[src/rtl/rmc_pkg.sv]
package rmc_pkg;
  // Active level of every ground-true line
  localparam logic ACTIVE_LOW = 1'b0;
  // Synchroniser depth
  localparam int SYNC_STAGES = 2;
  // Wishbone register offsets
  localparam logic [3:0] RMC_CTRL_OFS = 4'h0;
  localparam logic [3:0] RMC_STAT_OFS = 4'h4;
  // CTRL fields
  localparam int CTRL_PANEL_STOP_BIT = 0;
  localparam int CTRL_PANEL_LOAD_BIT = 1;
  localparam int CTRL_PANEL_FIT_BIT = 2;
  localparam logic [2:0] CTRL_RESET = 3'h0;
  // STAT fields
  localparam int STAT_RUN_BIT = 0;
  localparam int STAT_LOAD_BIT = 1;
  localparam int STAT_PRESENT_BIT = 2;
  localparam int STAT_STEP_BIT = 3;
  localparam int STAT_PC_LSB = 16;
  typedef enum logic [1:0] {
    RMC_IDLE,
    RMC_ARMED
  } rmc_start_t;
  typedef enum logic [1:0] {
    RMC_HALTED,
    RMC_RUNNING,
    RMC_STEP,
    RMC_LOAD
  } rmc_mode_t;
endpackage

[src/rtl/rmc_sync.sv]
`timescale 1ns/1ps
`default_nettype none
module rmc_sync import rmc_pkg::*; #(
  parameter int WIDTH = 6,
  parameter logic [WIDTH-1:0] RESET_VAL = '1
) (
  input wire logic sys_clk_i,
  input wire logic srst_i,
  input wire logic [WIDTH-1:0] async_i,
  output logic [WIDTH-1:0] sync_o
);
  logic [WIDTH-1:0] meta_q;
  logic [WIDTH-1:0] meta_d;
  logic [WIDTH-1:0] stab_q;
  logic [WIDTH-1:0] stab_d;

  always_comb begin
    meta_d = async_i;
    stab_d = meta_q;
  end

  // Two-stage capture
  always_ff @(posedge sys_clk_i) begin
    if (srst_i) begin
      meta_q <= RESET_VAL;
      stab_q <= RESET_VAL;
    end else begin
      meta_q <= meta_d;
      stab_q <= stab_d;
    end
  end

  assign sync_o = stab_q;
endmodule
`default_nettype wire

[src/rtl/rmc_core.sv]
// The register offsets and register access over Wishbone were left to the implementer.
`timescale 1ns/1ps
`default_nettype none
// Function
// - All control inputs are ground true
// - Clear resets program counter, overflow, control (the control register is kept; clear resets the mode and start state)
// - Halt request finishes current instruction first
// - Run needs halt line and panel both run
// - Start with run fetches at program counter
// - Start with load enters load mode
// - Start with neither executes one instruction
// - Presence line low marks remote control attached
// - Start fires when closed contact goes low
// - Single-contact bounce gives no extra start
// - Running indicator low while running or stepping
module rmc_core import rmc_pkg::*; #(
  parameter int PC_WIDTH = 13
) (
  input wire logic sys_clk_i,
  input wire logic srst_i,
  input wire logic clear_input_n_i,
  input wire logic halt_request_n_i,
  input wire logic load_request_n_i,
  input wire logic start_contact_no_n_i,
  input wire logic start_contact_nc_i,
  input wire logic remote_present_n_i,
  input wire logic instr_done_i,
  input wire logic load_done_i,
  input wire logic [31:0] wb_adr_i,
  input wire logic [31:0] wb_dat_i,
  input wire logic [3:0] wb_sel_i,
  input wire logic wb_we_i,
  input wire logic wb_cyc_i,
  input wire logic wb_stb_i,
  output logic [31:0] wb_dat_o,
  output logic wb_ack_o,
  output logic wb_err_o,
  output logic running_indicator_n_o,
  output logic load_mode_bus_n_o,
  output logic exec_enable_o,
  output logic fetch_start_o,
  output logic [PC_WIDTH-1:0] pc_o,
  output logic overflow_o,
  output logic remote_attached_o
);
  localparam int NIN = 6;
  localparam int I_CLR = 0;
  localparam int I_HLT = 1;
  localparam int I_LD = 2;
  localparam int I_NO = 3;
  localparam int I_NC = 4;
  localparam int I_PR = 5;

  logic [NIN-1:0] raw;
  logic [NIN-1:0] syn;
  logic clr_act;
  logic halt_act;
  logic load_act;
  logic no_act;
  logic nc_act;
  logic pres_act;
  logic run_cond;
  logic load_cond;
  logic start_fire;
  logic bus_rd;
  logic bus_wr;
  logic bus_hit;

  function automatic logic active(input logic line);
    active = (line == ACTIVE_LOW);
  endfunction

  assign raw = {remote_present_n_i, start_contact_nc_i, start_contact_no_n_i,
                load_request_n_i, halt_request_n_i, clear_input_n_i};

  rmc_sync #(
    .WIDTH(NIN),
    .RESET_VAL({NIN{1'b1}})
  ) u_sync (
    .sys_clk_i(sys_clk_i),
    .srst_i(srst_i),
    .async_i(raw),
    .sync_o(syn)
  );

  always_comb begin
    clr_act = active(syn[I_CLR]);
    halt_act = active(syn[I_HLT]);
    load_act = active(syn[I_LD]);
    no_act = active(syn[I_NO]);
    nc_act = active(syn[I_NC]);
    pres_act = active(syn[I_PR]);
  end

  // Control register
  logic [2:0] ctrl_q;
  logic [2:0] ctrl_d;
  logic ack_q;
  logic ack_d;
  logic err_q;
  logic err_d;
  logic [31:0] rdat_q;
  logic [31:0] rdat_d;

  // Start and mode state
  rmc_start_t st_q;
  rmc_start_t st_d;
  rmc_mode_t mode_q;
  rmc_mode_t mode_d;
  logic step_seen_q;
  logic step_seen_d;
  logic fetch_q;
  logic fetch_d;
  logic [PC_WIDTH-1:0] pc_q;
  logic [PC_WIDTH-1:0] pc_d;
  logic ovf_q;
  logic ovf_d;

  always_comb begin
    run_cond = !halt_act &&
               !(ctrl_q[CTRL_PANEL_FIT_BIT] && ctrl_q[CTRL_PANEL_STOP_BIT]);
    load_cond = load_act ||
                (ctrl_q[CTRL_PANEL_FIT_BIT] && ctrl_q[CTRL_PANEL_LOAD_BIT]);
  end

  // Start sequence: arm on NO contact closed with NC open, fire on NC closing
  always_comb begin
    st_d = st_q;
    start_fire = 1'b0;
    case (st_q)
      RMC_IDLE: begin
        if (pres_act && no_act && !nc_act) begin
          st_d = RMC_ARMED;
        end
      end
      RMC_ARMED: begin
        // NO contact bounce keeps arming only; a single fire per cycle of switch
        if (nc_act) begin
          start_fire = 1'b1;
          st_d = RMC_IDLE;
        end
      end
      default: begin
        st_d = RMC_IDLE;
      end
    endcase
    if (clr_act) begin
      st_d = RMC_IDLE;
      start_fire = 1'b0;
    end
  end

  // Machine mode
  always_comb begin
    mode_d = mode_q;
    fetch_d = 1'b0;
    pc_d = pc_q;
    ovf_d = ovf_q;
    step_seen_d = step_seen_q;
    case (mode_q)
      RMC_HALTED: begin
        if (start_fire) begin
          if (load_cond) begin
            mode_d = RMC_LOAD;
          end else if (run_cond) begin
            mode_d = RMC_RUNNING;
            fetch_d = 1'b1;
          end else begin
            mode_d = RMC_STEP;
            fetch_d = 1'b1;
          end
        end
      end
      RMC_RUNNING: begin
        if (instr_done_i) begin
          pc_d = pc_q + {{(PC_WIDTH-1){1'b0}}, 1'b1};
          if (!run_cond) begin
            mode_d = RMC_HALTED;
          end
        end
      end
      RMC_STEP: begin
        if (instr_done_i) begin
          pc_d = pc_q + {{(PC_WIDTH-1){1'b0}}, 1'b1};
          step_seen_d = 1'b1;
          mode_d = RMC_HALTED;
        end
      end
      RMC_LOAD: begin
        if (load_done_i) begin
          mode_d = RMC_HALTED;
        end
      end
      default: begin
        mode_d = RMC_HALTED;
      end
    endcase
    if (clr_act) begin
      mode_d = RMC_HALTED;
      pc_d = '0;
      ovf_d = 1'b0;
      step_seen_d = (mode_q == RMC_STEP) && instr_done_i;
      fetch_d = 1'b0;
    end
  end

  always_ff @(posedge sys_clk_i) begin
    if (srst_i) begin
      st_q <= RMC_IDLE;
      mode_q <= RMC_HALTED;
      fetch_q <= 1'b0;
      pc_q <= '0;
      ovf_q <= 1'b0;
      step_seen_q <= 1'b0;
    end else begin
      st_q <= st_d;
      mode_q <= mode_d;
      fetch_q <= fetch_d;
      pc_q <= pc_d;
      ovf_q <= ovf_d;
      step_seen_q <= step_seen_d;
    end
  end

  // Wishbone slave, one registered ack (err for unmapped address) per request
  always_comb begin
    bus_hit = (wb_adr_i[3:0] == RMC_CTRL_OFS) || (wb_adr_i[3:0] == RMC_STAT_OFS);
    bus_hit = bus_hit && (wb_adr_i[31:4] == 28'h0000000);
    bus_rd = wb_cyc_i && wb_stb_i && !wb_we_i && !ack_q && !err_q;
    bus_wr = wb_cyc_i && wb_stb_i && wb_we_i && !ack_q && !err_q;
    ack_d = (bus_rd || bus_wr) && bus_hit;
    err_d = (bus_rd || bus_wr) && !bus_hit;
    ctrl_d = ctrl_q;
    if (bus_wr && bus_hit && wb_adr_i[3:0] == RMC_CTRL_OFS && wb_sel_i[0]) begin
      ctrl_d = wb_dat_i[2:0];
    end
    rdat_d = rdat_q;
    if (bus_rd && bus_hit) begin
      rdat_d = '0;
      if (wb_adr_i[3:0] == RMC_CTRL_OFS) begin
        rdat_d[2:0] = ctrl_q;
      end else begin
        rdat_d[STAT_RUN_BIT] = (mode_q == RMC_RUNNING);
        rdat_d[STAT_LOAD_BIT] = (mode_q == RMC_LOAD);
        rdat_d[STAT_PRESENT_BIT] = pres_act;
        rdat_d[STAT_STEP_BIT] = step_seen_q;
        rdat_d[STAT_PC_LSB +: PC_WIDTH] = pc_q;
      end
    end
  end

  always_ff @(posedge sys_clk_i) begin
    if (srst_i) begin
      ctrl_q <= CTRL_RESET;
      ack_q <= 1'b0;
      err_q <= 1'b0;
      rdat_q <= '0;
    end else begin
      ctrl_q <= ctrl_d;
      ack_q <= ack_d;
      err_q <= err_d;
      rdat_q <= rdat_d;
    end
  end

  // Outputs
  logic run_ind_q;
  logic load_bus_q;

  always_ff @(posedge sys_clk_i) begin
    if (srst_i) begin
      run_ind_q <= 1'b1;
      load_bus_q <= 1'b1;
    end else begin
      run_ind_q <= !(mode_d == RMC_RUNNING || mode_d == RMC_STEP);
      load_bus_q <= !(mode_d == RMC_LOAD);
    end
  end

  assign wb_ack_o = ack_q;
  assign wb_err_o = err_q;
  assign wb_dat_o = rdat_q;
  assign running_indicator_n_o = run_ind_q;
  assign load_mode_bus_n_o = load_bus_q;
  assign exec_enable_o = !run_ind_q;
  assign fetch_start_o = fetch_q;
  assign pc_o = pc_q;
  assign overflow_o = ovf_q;
  assign remote_attached_o = pres_act;
endmodule
`default_nettype wire

[config.mk]
export PLATFORM = sky130hd
export DESIGN_NAME = rmc_core
export DESIGN_NICKNAME = d
export VERILOG_FILES = /design/src/rtl/rmc_pkg.sv /design/src/rtl/rmc_sync.sv /design/src/rtl/rmc_core.sv
export SDC_FILE = /design/constraint.sdc
export NUM_CORES = 1
export LEC_CHECK = 0
export BUFFER_PORTS_ARGS = -buffer_cell sky130_fd_sc_hd__buf_4
export CAP_MARGIN = 20
export CORE_MARGIN = 2
export CORE_UTILIZATION = 48
export DETAILED_ROUTE_END_ITERATION = 7
export GPL_TIMING_DRIVEN = 0
export PLACE_DENSITY = 0.9
export SLEW_MARGIN = 5
export SYNTH_ARGS = -nofsm -noshare
export SYNTH_HDL_FRONTEND = slang
export SYNTH_HIERARCHICAL = 1
export SYNTH_SLANG_ARGS = --single-unit
[constraint.sdc]
create_clock -name sys_clk_i -period 4.3 [get_ports sys_clk_i]
set_input_delay 0.86 -clock sys_clk_i [delete_from_list [all_inputs] [get_ports sys_clk_i]]
set_output_delay 0.86 -clock sys_clk_i [all_outputs]
set_load 0.1 [all_outputs]
==> results of run 1 <==
==> cells by family after synthesis <==
logic type | count (synthesis) | share of synthesized area, %
simple gates | 120 | 27.2
mux | 20 | 8.42
fa+ha+maj | 7 | 3.51
compound gates | 19 | 5.21
flops | 54 | 43.3
buf+inv | 33 | 8.07
other cells | 1 | 0.150
xor+xnor | 12 | 4.21
==> placed cells by master (no fill, tap or decap), types with 6 or more instances in the layout <==
| master | synthesis | final |
|---|---|---|
| nor3_1 | 6 | 6 |
| or2_1 | 12 | 12 |
| conb_1 | 1 | 16 |
| xnor2_1 | 8 | 8 |
| nor4_1 | 9 | 9 |
| clkbuf_8 | 0 | 6 |
| mux2i_1 | 18 | 18 |
| ha_1 | 7 | 7 |
| nand2_1 | 23 | 23 |
| inv_1 | 8 | 8 |
| dfxtp_1 | 54 | 54 |
| buf_4 | 17 | 101 |
| nor2_1 | 19 | 19 |
| nand4_1 | 6 | 6 |
| nand2b_1 | 26 | 26 |
==> where the power goes <==
part | leakage (nW) | internal (mW) | switching, mW
registers | 0.438 | 0.505 | 0.00245
logic | 0.937 | 0.0494 | 0.0943
clock network | 0.0472 | 0.130 | 0.155
==> critical path, stage by stage <==
cell	delay, ps
buf_4	110
nor4_1	290
nand4_1	300
nor4_4	700
buf_8	240
mux2i_1	210
==> worst min path at each step <==
stage          cells after the start               end  slack, ps             start
4_1_cts                            1  u_sync/sync_o[2]        410  u_sync/meta_q[2]
3_5_place_dp                       1  u_sync/sync_o[2]        390  u_sync/meta_q[2]
2_1_floorplan                      1  u_sync/sync_o[0]        380  u_sync/meta_q[0]
3_3_place_gp                       1  u_sync/sync_o[3]        390  u_sync/meta_q[3]
6_report                           1  u_sync/sync_o[2]        410  u_sync/meta_q[2]
5_1_grt                            1  u_sync/sync_o[4]        430  u_sync/meta_q[4]
==> metrics by stage <==
step	setup slack, ps	std cells
after floorplan	1830	281
after global placement	1610	435
after detailed placement	1540	435
after CTS	1850	443
after global routing	1720	443
final	1820	443
==> flip-flops by register name (all words and copies together) (netlist names) <==
| name | cells |
|---|---|
| step_seen_q | 1 |
| u_sync/meta_q | 6 |
| pc_o | 13 |
| mode_q | 2 |
| wb_dat_o | 17 |
| st_q | 1 |
| load_mode_bus_n_o | 1 |
| u_sync/sync_o | 6 |
| ctrl_q | 3 |
| running_indicator_n_o | 1 |
| fetch_start_o | 1 |
| wb_err_o | 1 |
| wb_ack_o | 1 |
==> layout make-up <==
cell class / count / area (um2) / area share [%]
plain buffers: 25 / 171 / 5.09
inverters: 8 / 30.0 / 0.892
multi-input cells: 194 / 1270 / 37.8
clock inverters: 2 / 12.5 / 0.372
clock buffers: 6 / 82.6 / 2.45
repair buffers: 84 / 631 / 18.7
well taps: 70 / 87.6 / 2.60
flip-flops and latches: 54 / 1080 / 32.1
==> layer usage <==
metal  global-route usage (%)  wire, um  up-vias
met1                     22.1      2280      953
met4                     6.18        59        0
li1                         -         -     1079
met5                        0         0        -
met3                     7.46       374        6
met2                     34.0      2650       71
==> flow_summary.yaml, run 1 <==
global_routing:
  grt-ovfl-total: 0
  grt_max_degree: 17
  grt_pass1_vias: 2082
  track_usage_pct: 19.5
  grt_pass1_wl_mm: 9.36
  antenna_found_initial: 0
synth:
  syn_avg_cell_area_um2: 9.39
  syn_area_um2: 2500
  synth_top_cell_area_share_pct: 43.3
  yosys_most_used_dff: "dfxtp_1"
  yosysUniqueCellTypes: 40
  ys_ff_latch: 54
  async_flop_share_pct: 0
  synth-seq-area-share_pct: 43.3
  synth_common_cells: "dfxtp_1 (54), nand2b_1 (26), nand2_1 (23)"
  synth_warnings: 6
  ys_top_cells_by_area: "dfxtp_1 (43%), mux2i_1 (7.2%), nand2b_1 (6.5%)"
  netlist_instances: 266
  synth_top_cell_by_area: "dfxtp_1"
  yosysMostFrequentCell: "dfxtp_1"
  synth_edf_count: 0
run:
  maxCapViolCount: 0
finish:
  syn2layout_area_growth_pct: 34.8
  nets: 460
  fill_cells: 436
  drive_gt1_share_pct: 31.9
  final_area_um2: 3370
  n_antenna_cell: 0
  finish.utilization_pct: 66.3
timing:
  whs_ps: 409
  rsz0062_at_grt: "false"
  finalSetupViolCount: 0
  maxSlewHeadroom_pct: 48.5
  max_freq_mhz: 403
  max_slew.worst_pin.slew_ps: 765
  period_needed_ps: 2480
  finalSetupTns_ps: 0
  finalMaxSlewViolations: 0
  skew_ps: 4.34
  finalHoldViolCount: 0
  finalCritPeriodShare_pct: 57.7
placed_design:
  dpl-instance-area_um2: 3270
  gp_congestion: 0.810
  portBuffers: 84
  dp_hpwl_mm: 4.21
routing:
  ant_nets: 0
  post_drt_wl_per_cell_um: 12.1
  drtIter0Drc: 67
  via_count: 2109
  drc: 0
  avgViaCountPerCell: 4.76
  drt-total-wl_mm: 5.36
  drtPass1Iterations: 4
die:
  coreArea_um2: 5070
  die_h_um: 76.1
  rows: 26
  die_x_um: 76.1
  io_pins: 134
  initial_core_util_pct: 49.2
  die-area_um2: 5800
clocking:
  htreeDepth: 2
  numCtsBuffers: 5
  cts_buffer_depth: 2
  cts_resized: 0
  clk_pin_slew_ps: 90
  clock_latency_ps: 300
  hold_buffers: 0
  cts_tree: "built"
  cts_root_buf: "clkbuf_8"
  numClockSinks: 54
  post_cts_buffers: 0
worst_hold_path:
  hold_class: "reg2reg"
setup_path:
  required_ps: 4530
  r2r_slack_ps: 2480
  reg2reg_to: "pc_o[11]"
  reg2reg_depth: 6
  path_max_fanout: 10
  r2r_start: "mode_q[0]"
  cp-start-kind: "primary input"
  worstSetupEndpoint: "wb_dat_o[26]"
  end_kind: "register"
  crit_start: "wb_adr_i[14]"
  crit_arrival_ps: 2710
  worstSetupPathType: "in2reg"
power:
  p_per_area_nw_per_um2: 278
  p_leak_nw: 1.42
  peakVddDrop_mv: 0.196
  finalPower_uw: 936
run_status:
  status: "finished, final reports clean"
Power figures use the tool's default switching activity.
==> inputs of run 2 (changes only) <==
CORE_UTILIZATION = 40   (was 48)
PLACE_DENSITY = 0.81   (was 0.9)
clock period = 2 ns   (was 4.3 ns; I/O delays follow)
==> run 2 against run 1 <==
Effect of this change:
- design area rose by 2.3%
- routed wire length rose by 4.9%
- critical path depth rose by 1
==> flow_summary.yaml, run 2 (synthesized netlist as in run 1, its figures left out) <==
routing:
  avgViaCountPerCell: 4.75
  drtIter0Drc: 69
  via_count: 2145
  drt-total-wl_mm: 5.62
  ant_nets: 0
  drc: 0
  drtPass1Iterations: 4
  post_drt_wl_per_cell_um: 12.4
timing:
  finalHoldViolCount: 0
  whs_ps: 278
  max_freq_mhz: 564
  period_needed_ps: 1770
  max_slew.worst_pin.slew_ps: 602
  rsz0062_at_grt: "false"
  maxSlewHeadroom_pct: 59.5
  skew_ps: 6.59
  finalCritPeriodShare_pct: 88.7
  finalMaxSlewViolations: 0
  finalSetupViolCount: 0
finish:
  nets: 464
  mostFrequentLayoutCells: "buf_4 (105), dfxtp_1 (47), nand2b_1 (26)"
  n_antenna_cell: 0
  fill_cells: 531
  largest_reg_flops: 17
  final_common_cell: "buf_4"
  syn2layout_area_growth_pct: 37.9
  drive_gt1_share_pct: 35.5
  final_cells: 452
setup_path:
  reg2reg_to: "running_indicator_n_o"
  end_kind: "register"
  r2r_slack_ps: 230
  cp-start-kind: "register"
  crit_top_cell: "ha_1"
  path_max_fanout: 5
  cp_slowest_stage_delay_ps: 430
  crit_chain: "inv_1 -> ha_1 -> a22oi_1 -> a211o_1 -> o21ai_0 -> ha_1 -> nand2b_1"
  reg2reg_depth: 7
  required_ps: 2190
  r2r_start: "mode_q[0]"
  slowest_stage: "dfxtp_1"
  crit_arrival_ps: 1960
  worstSetupPathType: "reg2reg"
power:
  peakVddDrop_mv: 0.478
  p_leak_nw: 1.45
  p_per_area_nw_per_um2: 614
run:
  maxCapViolCount: 0
global_routing:
  grt_pass1_vias: 2027
  antenna_found_initial: 0
  grt_max_degree: 17
  track_usage_pct: 15.5
  grt_pass1_wl_mm: 9.11
  grt-ovfl-total: 0
placed_design:
  gp_congestion: 0.745
  dp_cells: 440
  dp_hpwl_mm: 4.37
  portBuffers: 84
clocking:
  clk_pin_slew_ps: 90
  numCtsBuffers: 5
  clock_latency_ps: 300
  cts_root_buf: "clkbuf_8"
  cts_buffer_depth: 2
  numClockSinks: 54
  htreeDepth: 2
  cts_tree: "built"
die:
  io_pins: 134
  die-area_um2: 6890
  rows: 28
  initial_core_util_pct: 41.7
  coreArea_um2: 5990
  die_h_um: 83.0
  die_x_um: 83.0
worst_hold_path:
  worst_hold_path.endpoint: "u_sync/meta_q[2]"
  hold_class: "in2reg"
  min_from: "load_request_n_i"
  hold_path_depth: 2
run_status:
  status: "finished, final reports clean"
run 2: cell types whose count changed in the layout (fill, tap and decap cells not counted), moves of 2 or more:
cell | previous run | this run
dfxtp_1 | 54 | 47
dfxtp_2 | 0 | 7
buf_4 | 101 | 105
nor4_1 | 9 | 7
nor4_2 | 3 | 5
run 2: layer usage:
layer	share of wire, %	global-route usage, %	vias up
li1	-	-	1094
met1	43	19.3	985
met2	51	27.6	62
met3	5.6	3.68	4
met4	0.46	2.38	0
met5	0	0	-
run 2: report_power, final:
part	total, mW	internal (mW)	switching [mW]
clock network	0.712	0.369	0.343
logic	0.311	0.106	0.205
registers	1.09	1.09	0.00496
run 2: critical path: cells and delay by family, from the launching register on:
kind | cells | cell delay [ps]
AND/OR/NAND/NOR | 1 | 50
adder cells (fa/ha/maj) | 2 | 520
flip-flops | 1 | 430
buffers and inverters | 1 | 130
AO/OA/AOI/OAI | 3 | 560
run 2: how the worst max path moves through the flow:
stage	from	endpoint	slack [ps]	depth (start not counted)
4_1_cts	wb_adr_i[29]	wb_dat_o[24]	0.8	6
3_3_place_gp	wb_adr_i[5]	wb_dat_o[25]	-250	6
5_1_grt	mode_q[0]	pc_o[7]	70	6
6_report	mode_q[0]	running_indicator_n_o	230	7
2_1_floorplan	wb_ack_o	wb_dat_o[0]	30	4
3_5_place_dp	wb_adr_i[29]	wb_dat_o[24]	-310	6
run 2: per-stage QoR:
| step | TNS [ps] | total power [mW] | cell area [um2] | util [%] | setup slack [ps] |
|---|---|---|---|---|---|
| after floorplan | 0 | 1.33 | 2570 | - | 32.0 |
| after global placement | -3460 | 1.42 | 3290 | 54.9 | -246 |
| after detailed placement | -4170 | 1.43 | 3290 | 54.9 | -310 |
| after CTS | 0 | 2.12 | 3400 | 56.7 | 0.843 |
| after global routing | 0 | 2.20 | 3440 | 57.5 | 66.6 |
| final | 0 | 2.11 | 3440 | 57.5 | 226 |
run 2: repair_timing:
action                     CTS  global route
gates resized for setup      0             3
hold buffers                 0             0
setup buffers                0             4
setup endpoints to repair    0            14
hold endpoints to repair     0             0
run 2: layout make-up:
cell class	instances	area (um2)	share of cell area, %
tap	75	93.8	2.72
clock inverter	3	40.0	1.16
inverter	8	33.8	0.981
sequential	54	1090	31.6
clock buffer	5	68.8	2.00
multi-input combinational	194	1290	37.3
buffer	25	171	4.98
timing repair buffer	88	661	19.2
==> inputs of run 3 (changes only) <==
PLACE_DENSITY = 0.74   (was 0.81)
==> run 3 against run 2 <==
Effect of this change:
- combinational power about the same
- clock power is 3.2% higher
- worst setup slack got worse by 110 ps
- sequential share of layout area is essentially flat
- clock skew up 5.9 ps
- largest power group unchanged
==> flow_summary.yaml, run 3 (synthesized netlist as in run 1, its figures left out) <==
power:
  p_sw_share_pct: 25.4
  p_switching_uw: 542
  p_leak_nw: 1.45
  seqPwrFrac_pct: 51.1
  finalPower_mw: 2.14
  p_per_area_nw_per_um2: 620
  p_clk_share_pct: 34.4
  p_comb_share_pct: 14.5
  peakVddDrop_mv: 0.390
  internal_power_mw: 1.59
routing:
  ant_nets: 0
  drc: 0
  drt-total-wl_mm: 5.41
  drtPass1Iterations: 4
  avgViaCountPerCell: 4.62
  via_count: 2085
  drtIter0Drc: 89
  post_drt_wl_per_cell_um: 12.0
setup_path:
  cp-start-kind: "register"
  crit_start: "mode_q[0]"
  cp_num_buf_inv: 1
  reg2reg_depth: 6
  r2r_start: "mode_q[0]"
  critical_path_depth: 6
  path_max_fanout: 7
  cp_slowest_stage_delay_ps: 430
  reg2reg_to: "pc_o[11]"
  required_ps: 2180
  critPathTopFamily: "simple AND/OR/NAND/NOR gates"
  crit_chain: "inv_1 -> ha_1 -> nand4_1 -> nor4_2 -> xnor2_1 -> nor2_1"
  worstSetupEndpoint: "pc_o[11]"
  end_kind: "register"
  worstSetupPathType: "reg2reg"
  crit_arrival_ps: 2060
  slowest_stage: "ha_1"
  r2r_slack_ps: 120
timing:
  finalSetupViolCount: 0
  whs_ps: 285
  layout_setup_ws_ps: 119
  max_slew.worst_pin.slew_ps: 613
  maxSlewHeadroom_pct: 58.8
  period_needed_ps: 1880
  finalCritPeriodShare_pct: 94.1
  skew_ps: 12.5
  rsz0062_at_grt: "true"
  finalMaxSlewViolations: 0
  finalHoldViolCount: 0
  max_freq_mhz: 532
clocking:
  cts_root_buf: "clkbuf_8"
  clock_latency_ps: 300
  htreeDepth: 2
  clk_pin_slew_ps: 100
  cts_tree: "built"
  numClockSinks: 54
  cts_buffer_depth: 2
  numCtsBuffers: 5
global_routing:
  antenna_found_initial: 0
  grt_max_degree: 16
  grt_pass1_wl_mm: 8.98
  grt_pass1_vias: 2082
  grt-ovfl-total: 0
  track_usage_pct: 15.3
run_status:
  status: "finished, final reports clean"
finish:
  final_cells: 451
  finish.utilization_pct: 57.5
  drive_gt1_share_pct: 35.1
  syn2layout_area_growth_pct: 38.0
  mostFrequentLayoutCells: "buf_4 (105), dfxtp_1 (47), nand2b_1 (26)"
  final_common_cell: "buf_4"
  n_antenna_cell: 0
  largest_reg_flops: 17
  nets: 464
die:
  io_pins: 134
  coreArea_um2: 5990
  rows: 28
  die_h_um: 83.0
  die_x_um: 83.0
  initial_core_util_pct: 41.7
  die-area_um2: 6890
worst_hold_path:
  min_from: "load_request_n_i"
  hold_class: "in2reg"
placed_design:
  dp_cells: 440
  gp_congestion: 0.782
  pre_cts_slack_ps: -276
  dp_hpwl_mm: 4.16
  portBuffers: 84
run:
  maxCapViolCount: 0
[run 3: per-layer routing]
layer | up-vias | part of all wire [%] | track usage (%)
met5 | - | 0 | 0
met4 | 0 | 1.5 | 5.22
met3 | 10 | 6.5 | 4.37
met2 | 68 | 49 | 27.1
met1 | 922 | 43 | 17.6
li1 | 1085 | - | -
[run 3: how the worst min path moves through the flow]
stage | to | slack, ps | depth (start not counted)
6_report | u_sync/meta_q[2] | 280 | 2
5_1_grt | u_sync/meta_q[4] | 270 | 2
4_1_cts | u_sync/meta_q[0] | 270 | 2
3_5_place_dp | u_sync/sync_o[2] | 390 | 1
3_3_place_gp | u_sync/sync_o[5] | 390 | 1
2_1_floorplan | u_sync/sync_o[0] | 380 | 1
[run 3: layout make-up]
type | instances | area (um2)
clock buffers | 6 | 82.6
fillers | 533 | 2540
plain buffers | 25 | 171
inverters | 8 | 33.8
repair buffers | 88 | 661
flip-flops and latches | 54 | 1090
multi-input cells | 194 | 1280
clock inverters | 1 | 30.0
well taps | 75 | 93.8
[run 3: timing repair]
| item | in CTS | in global routing |
|---|---|---|
| gates resized for setup | 0 | 2 |
| endpoints found under the setup margin | 0 | 16 |
| setup buffers | 0 | 4 |
| hold buffers | 0 | 0 |
[run 3: through the flow]
step | TNS, ps | area, um2
after CTS | 0 | 3400
after floorplan | 0 | 2570
after global routing | -27.3 | 3450
after detailed placement | -4180 | 3290
after global placement | -3490 | 3290
final | 0 | 3450
[run 3: worst register-to-register path, delay by kind of cell (launching register included)]
family / cells / cell delay (ps)
simple gates: 3 / 640
fa+ha+maj: 1 / 430
flops: 1 / 410
xor+xnor: 1 / 160
buf+inv: 1 / 120
[run 3: power by group through the flow]
stage	Sequential, mW	Combinational [mW]	Clock [mW]
floorplan	1.12	0.210	0
global placement	1.12	0.305	0
detailed placement	1.12	0.309	0
CTS	1.09	0.309	0.745
global route	1.09	0.326	0.792
finish	1.09	0.310	0.735
